===== src/rtl/mdu_pkg.sv =====
// Package with register addresses, field positions and timing for the unit.
package mdu_pkg;
	localparam logic [7:0] ADDR_OP0  = 8'h00_E9;
	localparam logic [7:0] ADDR_OP1  = 8'h00_EA;
	localparam logic [7:0] ADDR_OP2  = 8'h00_EB;
	localparam logic [7:0] ADDR_OP3  = 8'h00_EC;
	localparam logic [7:0] ADDR_OP4  = 8'h00_ED;
	localparam logic [7:0] ADDR_OP5  = 8'h00_EE;
	localparam logic [7:0] ADDR_CTRL = 8'h00_EF;
	localparam int BIT_ERR = 7;
	localparam int BIT_OVF = 6;
	localparam int BIT_DIR = 5;
	localparam logic [7:0] CTRL_RESET = 8'h00_00;
	localparam logic [5:0] DIR_CNT_MASK = 6'h00_3F;
	localparam logic [4:0] CYC_DIV32 = 5'h00_11;
	localparam logic [4:0] CYC_DIV16 = 5'h00_09;
	localparam logic [4:0] CYC_MUL   = 5'h00_0B;
	localparam logic [4:0] CYC_SHIFT_BASE = 5'h00_02;
	localparam logic [4:0] CYC_NORM_BASE  = 5'h00_03;
	localparam logic [31:0] MUL_LIMIT = 32'h0000_FFFF;
	typedef enum logic [4:0] {
		OP_NONE  = 5'b00001,
		OP_DIV32 = 5'b00010,
		OP_DIV16 = 5'b00100,
		OP_MUL   = 5'b01000,
		OP_SHIFT = 5'b10000
	} op_e;
	typedef enum logic [2:0] {
		ST_IDLE = 3'b001,
		ST_RUN  = 3'b010,
		ST_DONE = 3'b100
	} state_e;
endpackage


===== src/rtl/multiply_divide_unit.sv =====
// Unsigned multiply, divide, shift and normalize co-processor.
`timescale 1ns/10ps

////////////////////////////////////////////////////////////////////////////////
module multiply_divide_unit (
	input  wire logic       i_clk_sys,
	input  wire logic       i_srst,
	input  wire logic [7:0] i_sfr_addr,
	input  wire logic       i_sfr_wr,
	input  wire logic       i_sfr_rd,
	input  wire logic [7:0] i_sfr_wdata,
	output logic      [7:0] o_sfr_rdata,
	output logic            o_busy
);
	// Operand bytes, flags and sequencer state.
	logic [7:0]          md_reg [6];
	logic                err_reg;
	logic                ovf_reg;
	logic [5:0]          dir_cnt_reg;
	mdu_pkg::op_e        op_reg;
	mdu_pkg::state_e     state_reg;
	logic [4:0]          cyc_reg;
	logic                armed_reg;
	logic [7:0]          rdata_reg;
	logic [31:0]         res_lo;
	logic [15:0]         res_hi;
	logic [4:0]          norm_cnt;
	logic                res_ovf;
	logic [4:0]          run_len;
	logic [31:0]         word_a;
	logic [15:0]         divisor;
	logic                wr_md;
	logic                wr_ctrl;
	logic                rd_md;
	logic                rd_ctrl;
	logic                launch;
	logic                running;
	logic                last_rd;
	logic                done;
	logic                is_div;
	logic                norm_sel;
	logic [4:0]          half_cnt;

	assign word_a  = {md_reg[3], md_reg[2], md_reg[1], md_reg[0]};
	assign divisor = {md_reg[5], md_reg[4]};
	assign wr_md   = i_sfr_wr && i_sfr_addr >= mdu_pkg::ADDR_OP0
		&& i_sfr_addr <= mdu_pkg::ADDR_OP5;
	assign wr_ctrl = i_sfr_wr && i_sfr_addr == mdu_pkg::ADDR_CTRL;
	assign rd_md   = i_sfr_rd && i_sfr_addr >= mdu_pkg::ADDR_OP0
		&& i_sfr_addr <= mdu_pkg::ADDR_OP5;
	assign rd_ctrl = i_sfr_rd && i_sfr_addr == mdu_pkg::ADDR_CTRL;
	assign running = state_reg == mdu_pkg::ST_RUN;
	assign o_busy  = running;
	// Launch decodes the write order collected since byte 0 was written.
	// A lone byte 5 write after reset selects nothing and so starts
	// nothing, which keeps a stray store from running a stale operation.
	assign launch = (i_sfr_wr && i_sfr_addr == mdu_pkg::ADDR_OP5
		&& op_reg != mdu_pkg::OP_NONE) || wr_ctrl;
	assign is_div   = op_reg == mdu_pkg::OP_DIV32
		|| op_reg == mdu_pkg::OP_DIV16;
	assign norm_sel = dir_cnt_reg[4:0] == 5'h00_00;
	assign done     = running && cyc_reg >= run_len;
	// A read that ends the calculation only counts once the run is over;
	// reading early is an error case and must keep the checking armed.
	assign last_rd = i_sfr_rd && state_reg == mdu_pkg::ST_DONE
		&& ((is_div && i_sfr_addr == mdu_pkg::ADDR_OP5)
		|| (!is_div && i_sfr_addr == mdu_pkg::ADDR_OP3));
	// Shift time grows by one cycle for every two positions, rounded up.
	assign half_cnt = 5'(({1'b0, dir_cnt_reg[4:0]} + 6'h01) >> 1);

	////////////////////////////////////////////////////////////////////////
	// The whole result is formed combinationally and committed when the
	// cycle count expires; this trades area for a simple exact latency.
	// Normalize counts its shifts here too, so its length is known early.
	always_comb begin
		logic [31:0] tmp;
		logic [31:0] prod;
		tmp      = word_a;
		prod     = 32'h0000_0000;
		res_lo   = word_a;
		res_hi   = divisor;
		norm_cnt = 5'h00_00;
		res_ovf  = 1'b0;
		run_len  = mdu_pkg::CYC_MUL;
		unique case (op_reg)
			// Division by zero leaves the operands as loaded and only
			// raises overflow, so software can still see its inputs.
			mdu_pkg::OP_DIV32: begin
				run_len = mdu_pkg::CYC_DIV32;
				res_ovf = divisor == 16'h0000;
				if (!res_ovf) begin
					res_lo = word_a / {16'h0000, divisor};
					res_hi = 16'(word_a % {16'h0000, divisor});
				end
			end
			mdu_pkg::OP_DIV16: begin
				run_len = mdu_pkg::CYC_DIV16;
				res_ovf = divisor == 16'h0000;
				if (!res_ovf) begin
					res_lo = {md_reg[3], md_reg[2],
						word_a[15:0] / divisor};
					res_hi = word_a[15:0] % divisor;
				end
			end
			mdu_pkg::OP_MUL: begin
				prod    = word_a[15:0] * divisor;
				res_lo  = prod;
				res_ovf = prod > mdu_pkg::MUL_LIMIT;
			end
			mdu_pkg::OP_SHIFT: begin
				if (norm_sel) begin
					res_ovf = word_a[31];
					// A zero word shifts the full 31 places and stays zero.
					// The loop is unrolled, so its depth costs area only.
					for (int i = 0; i < 31; i++) begin
						if (!tmp[31]) begin
							tmp      = {tmp[30:0], 1'b0};
							norm_cnt = 5'(norm_cnt + 5'h00_01);
						end
					end
					res_lo  = tmp;
					run_len = 5'(5'((6'(norm_cnt) + 6'h01) >> 1)
						+ mdu_pkg::CYC_NORM_BASE);
				end else begin
					res_lo = dir_cnt_reg[mdu_pkg::BIT_DIR]
						? word_a >> dir_cnt_reg[4:0]
						: word_a << dir_cnt_reg[4:0];
					run_len = 5'(half_cnt
						+ mdu_pkg::CYC_SHIFT_BASE);
				end
			end
			default: begin
				run_len = mdu_pkg::CYC_MUL;
			end
		endcase
	end

	////////////////////////////////////////////////////////////////////////
	// Operation selection from write order. Bytes 1 and 4 each pick their
	// own operation and the later of the two wins, so a multiply loaded
	// as 0, 4, 1, 5 and a short divide loaded as 0, 1, 4, 5 both decode.
	// Bytes 2 or 3 hold the long divide until byte 0 opens a new load or a control write selects shift.
	always_ff @(posedge i_clk_sys) begin
		if (i_srst) begin
			op_reg <= mdu_pkg::OP_NONE;
		end else if (i_sfr_wr) begin
			unique case (i_sfr_addr)
				mdu_pkg::ADDR_OP0: op_reg <= mdu_pkg::OP_NONE;
				mdu_pkg::ADDR_OP2,
				mdu_pkg::ADDR_OP3: op_reg <= mdu_pkg::OP_DIV32;
				mdu_pkg::ADDR_OP4: begin
					if (op_reg != mdu_pkg::OP_DIV32) begin
						op_reg <= mdu_pkg::OP_DIV16;
					end
				end
				mdu_pkg::ADDR_OP1: begin
					if (op_reg != mdu_pkg::OP_DIV32) begin
						op_reg <= mdu_pkg::OP_MUL;
					end
				end
				mdu_pkg::ADDR_CTRL: op_reg <= mdu_pkg::OP_SHIFT;
				default: op_reg <= op_reg;
			endcase
		end
	end

	////////////////////////////////////////////////////////////////////////
	// Sequencer; a control or byte 5 write during a run restarts from the new order.
	// A control or byte 5 write relaunches with the new count at once, while any
	// other operand write drops to idle: the old operands are already partly
	// replaced, so only a fresh load can give a meaningful result.
	always_ff @(posedge i_clk_sys) begin
		if (i_srst) begin
			state_reg <= mdu_pkg::ST_IDLE;
			cyc_reg   <= 5'h00_00;
		end else if (launch) begin
			state_reg <= mdu_pkg::ST_RUN;
			cyc_reg   <= 5'h00_01;
		end else if (wr_md && running) begin
			state_reg <= mdu_pkg::ST_IDLE;
			cyc_reg   <= 5'h00_00;
		end else if (running) begin
			if (cyc_reg >= run_len) begin
				state_reg <= mdu_pkg::ST_DONE;
			end
			cyc_reg <= 5'(cyc_reg + 5'h00_01);
		end else if (last_rd) begin
			state_reg <= mdu_pkg::ST_IDLE;
		end
	end

	////////////////////////////////////////////////////////////////////////
	// Operand bytes take processor writes, then the results.
	// A processor write wins over a result commit in the same cycle.
	always_ff @(posedge i_clk_sys) begin
		if (i_srst) begin
			for (int i = 0; i < 6; i++) begin
				md_reg[i] <= 8'h00_00;
			end
		end else if (wr_md) begin
			md_reg[3'(i_sfr_addr - mdu_pkg::ADDR_OP0)] <= i_sfr_wdata;
		end else if (done) begin
			{md_reg[3], md_reg[2], md_reg[1], md_reg[0]} <= res_lo;
			if (is_div) begin
				{md_reg[5], md_reg[4]} <= res_hi;
			end
		end
	end

	////////////////////////////////////////////////////////////////////////
	// Direction and count. The flag bits are not stored here, so a write
	// can never reach them.
	always_ff @(posedge i_clk_sys) begin
		if (i_srst) begin
			dir_cnt_reg <= mdu_pkg::CTRL_RESET[5:0];
		end else if (wr_ctrl) begin
			dir_cnt_reg <= i_sfr_wdata[5:0] & mdu_pkg::DIR_CNT_MASK;
		end else if (done && op_reg == mdu_pkg::OP_SHIFT && norm_sel) begin
			dir_cnt_reg[4:0] <= norm_cnt;
		end
	end

	////////////////////////////////////////////////////////////////////////
	// Overflow follows the outcome of the last finished operation only.
	// A run aborted before its last cycle leaves it alone, since no result was produced.
	always_ff @(posedge i_clk_sys) begin
		if (i_srst) begin
			ovf_reg <= mdu_pkg::CTRL_RESET[mdu_pkg::BIT_OVF];
		end else if (done) begin
			ovf_reg <= res_ovf;
		end
	end

	////////////////////////////////////////////////////////////////////////
	// Checking is armed from the first byte 0 write to the final read.
	always_ff @(posedge i_clk_sys) begin
		if (i_srst) begin
			armed_reg <= 1'b0;
		end else if (i_sfr_wr && i_sfr_addr == mdu_pkg::ADDR_OP0) begin
			armed_reg <= 1'b1;
		end else if (last_rd) begin
			armed_reg <= 1'b0;
		end
	end

	////////////////////////////////////////////////////////////////////////
	// Setting wins over the read clear so no error is lost.
	always_ff @(posedge i_clk_sys) begin
		if (i_srst) begin
			err_reg <= 1'b0;
		end else if (running && ((wr_md || wr_ctrl)
			|| (rd_md && armed_reg))) begin
			err_reg <= 1'b1;
		end else if (rd_ctrl) begin
			err_reg <= 1'b0;
		end
	end

	////////////////////////////////////////////////////////////////////////
	// Read data is registered and holds until the next read strobe;
	// unmapped addresses answer zero.
	always_ff @(posedge i_clk_sys) begin
		if (i_srst) begin
			rdata_reg <= 8'h00_00;
		end else if (rd_md) begin
			rdata_reg <= md_reg[3'(i_sfr_addr - mdu_pkg::ADDR_OP0)];
		end else if (rd_ctrl) begin
			rdata_reg <= {err_reg, ovf_reg, dir_cnt_reg};
		end else if (i_sfr_rd) begin
			rdata_reg <= 8'h00_00;
		end
	end
	assign o_sfr_rdata = rdata_reg;
endmodule


===== config.mk =====
export PLATFORM = sky130hd
export DESIGN_NAME = multiply_divide_unit
export DESIGN_NICKNAME = d
export VERILOG_FILES = /design/src/rtl/mdu_pkg.sv /design/src/rtl/multiply_divide_unit.sv
export SDC_FILE = /design/constraint.sdc
export NUM_CORES = 2
export LEC_CHECK = 0
export BUFFER_PORTS_ARGS = -buffer_cell sky130_fd_sc_hd__buf_2
export CORE_MARGIN = 1
export CORE_UTILIZATION = 55
export DETAILED_ROUTE_END_ITERATION = 8
export PLACE_DENSITY = 0.71
export SYNTH_ARGS = -nofsm -noshare
export SYNTH_HDL_FRONTEND = slang
export SYNTH_SLANG_ARGS = --single-unit
export TNS_END_PERCENT = 5

===== constraint.sdc =====
create_clock -name i_clk_sys -period 101.4 [get_ports i_clk_sys]
set_input_delay 5.07 -clock i_clk_sys [delete_from_list [all_inputs] [get_ports i_clk_sys]]
set_output_delay 5.07 -clock i_clk_sys [all_outputs]
set_load 0.01 [all_outputs]

==> impl_metrics.ini <==
[status]
status = finished, final reports clean

[worst_setup_path]
path_class = flip-flop to flip-flop
start_kind = flip-flop
endpoint_kind = flip-flop
critPathSlowestCell = or4b_2
worstPathArrival_ns = 95.79
path_max_fanout = 31
r2r_start = divisor[11]
critPathLaunch = divisor[11]
max_stage_delay_ns = 0.64
r2r_cells = 422
cpMostUsedCell = o21a_1
required_ns = 101.60
reg2reg_to = md_reg[40]
cp-endpoint = md_reg[40]
r2r_slack_ns = 5.81

[synthesis]
synth_ff_type = dfxtp_1
synthCells = 10400
synth-seq-cells = 78
synth_nets = 11700
synth-edff-count = 0
async_flop_share_pct = 0
synthesis.area_um2 = 73600
yosysUniqueCellTypes = 142
syn_avg_cell_area_um2 = 7.05
seq_area_frac_synth_pct = 2.12
yosysWarnings = 0

[grt]
grtUsageMet2_pct = 61.1
grt_pass1_wl_um = 426000
grt_antenna_before_repair = 11
top_usage_layer = met2
use_met3_pct = 7.90
overflow = 0
grt_max_degree = 77
grt_util_all_layers_pct = 39.2
grtUsageMet1_pct = 51.4
grt_pass1_vias = 75100

[sta]
hold_slack_ns = 0.491
finalCritPeriodShare_pct = 94.3
finalHoldViolCount = 0
worst_slew_pin_slew_ns = 1.25
clock_skew_ns = 0.0135
slew_headroom_pct = 16.1
clock.fmax_ghz = 0.0105
layout_min_cycle_time_ns = 95.59
fin_setup_tns_ns = 0
setup-violations-final = 0
slew_violations = 0
fin_ws_ns = 5.81

[clock_tree]
cts_root_buffer = clkbuf_16
clk_pin_slew_ns = 0.07
cts_buffers = 9
cts_hold_buf = 0
cts.sinks = 78
htreeDepth = 3
clock_latency_ns = 0.37
clk_path_buf_depth = 2
cts_tree = yes

[placement]
place_ws_ns = -4.32
gp_congestion = 1.03
dp_hpwl_um = 214000
post-place-cells = 11900
port-buffer-count = 28

[finish]
fill_cells = 12700
multiInputGateArea_um2 = 69000
seqCellArea_um2 = 1580
largest_register_ff_count = 32
nets = 11500
drive_above_1_share_pct = 9.57
area_growth_pct = 4.31
final_cells = 12000

[detailed_routing]
vias_per_cell = 6.75
finalWirelength_um = 278000
vias = 80900
wl_per_cell_um = 23.2
drtIter0Drc = 8168
drc = 0
dr.pass1.iters = 7
ant_nets = 0

[floorplanning]
die_area_um2 = 135000
num_rows = 133
start_util_pct = 55.7
pin_count = 29
die_w_um = 368
dieHeight_um = 368
core_um2 = 132000

[job]
maxCapViolations = 0

[hold_path]
hp-class = flip-flop to flip-flop
holdPathStages = 2
cell families after synthesis:
logic type | count (synthesis) | synth area share, %
multiplexers | 607 | 9.14
buffers and inverters | 957 | 4.97
AO/OA/AOI/OAI | 3280 | 30.1
flip-flops | 78 | 2.12
AND/OR/NAND/NOR | 3759 | 24.2
adder cells (fa/ha/maj) | 1274 | 23.6
XOR/XNOR | 487 | 5.80
cell usage after synthesis, types with 35 or more instances:
master	instances	area, um2
a211oi_1	132	991
a21boi_0	35	263
a21o_1	200	1500
a21oi_1	767	3840
a31oi_1	99	619
and2_1	128	801
and3_1	65	407
buf_1	61	229
clkbuf_1	417	1570
dfxtp_1	78	1560
fa_1	195	3900
ha_1	1068	13400
inv_1	437	1640
mux2_2	236	2660
mux2i_1	339	3390
nand2_1	1002	3760
nand2b_1	125	782
nand3_1	170	851
nand4_1	77	482
nor2_1	1104	4140
nor2b_1	92	576
nor3_1	547	2740
nor4_1	46	288
o211ai_1	112	841
o21a_1	493	3700
o21ai_0	545	2730
o21bai_1	45	338
o22ai_1	61	382
o31ai_1	236	1770
or2_2	164	1030
or3_1	85	532
xnor2_1	311	2720
xor2_1	175	1530
layout by cell type, fill, tap and decap left out, types with 67 or more instances in the layout:
| cell | netlist | layout |
|---|---|---|
| a211oi_1 | 132 | 127 |
| a21o_1 | 200 | 198 |
| a21oi_1 | 767 | 755 |
| a31oi_1 | 99 | 95 |
| and2_1 | 128 | 128 |
| buf_4 | 5 | 234 |
| dfxtp_1 | 78 | 67 |
| fa_1 | 195 | 195 |
| ha_1 | 1068 | 1068 |
| inv_1 | 437 | 424 |
| mux2_2 | 236 | 236 |
| mux2i_1 | 339 | 336 |
| nand2_1 | 1002 | 998 |
| nand2b_1 | 125 | 125 |
| nand3_1 | 170 | 169 |
| nand4_1 | 77 | 77 |
| nor2_1 | 1104 | 1095 |
| nor2b_1 | 92 | 92 |
| nor3_1 | 547 | 541 |
| o211ai_1 | 112 | 112 |
| o21a_1 | 493 | 493 |
| o21ai_0 | 545 | 543 |
| o31ai_1 | 236 | 230 |
| or2_2 | 164 | 164 |
| or3_1 | 85 | 85 |
| xnor2_1 | 311 | 311 |
| xor2_1 | 175 | 175 |
timing repair:
item                       4_1_cts  5_1_grt
setup buffers                    5       20
setup endpoints to repair        2       18
gates resized for setup         17       88
cloned                           0        0
pin swaps                        2        8
worst min-delay path by stage:
| stage | startpoint | endpoint | slack, ns |
|---|---|---|---|
| CTS | state_reg[2] | state_reg[2] | 0.49 |
| detailed placement | state_reg[2] | state_reg[2] | 0.48 |
| finish | state_reg[2] | state_reg[2] | 0.49 |
| global placement | state_reg[1] | state_reg[1] | 0.47 |
| global route | state_reg[2] | state_reg[2] | 0.51 |
| floorplan | ovf_reg | ovf_reg | 0.45 |
metal layers:
metal | vias to the layer above | part of all wire, %
met4 | 20 | 5.4
met2 | 3636 | 43
met1 | 38200 | 42
li1 | 38200 | -
met3 | 783 | 9.9
met5 | - | 0.049
critical path, delay by kind of cell, from the launching register on:
family,cells,cell delay [ns]
adders and majority gates,31,9.58
AOI/OAI and AO/OA,266,58.61
DFF,1,0.46
muxes,8,2.62
and+or+nand+nor,96,20.01
buffers and inverters,21,3.82
area by class of cell:
type,count,share of cell area (%)
Sequential cell,78,2.05
Clock buffer,12,0.336
Multi-Input combinational cell,9407,89.8
Inverter,449,2.22
Tap cell,1755,2.86
Antenna cell,7,0.0228
Clock inverter,4,0.0994
Timing Repair Buffer,266,2.57
through the flow:
stage          util, %  area, um2
2_1_floorplan        -      73600
3_3_place_gp      57.3      75800
3_5_place_dp      57.3      75800
4_1_cts           57.7      76200
5_1_grt           58.1      76800
6_report          58.1      76800
Power is left out: the tool's default activity adds up to more than one toggle a clock period on the data nets, which glitch-free logic cannot reach.
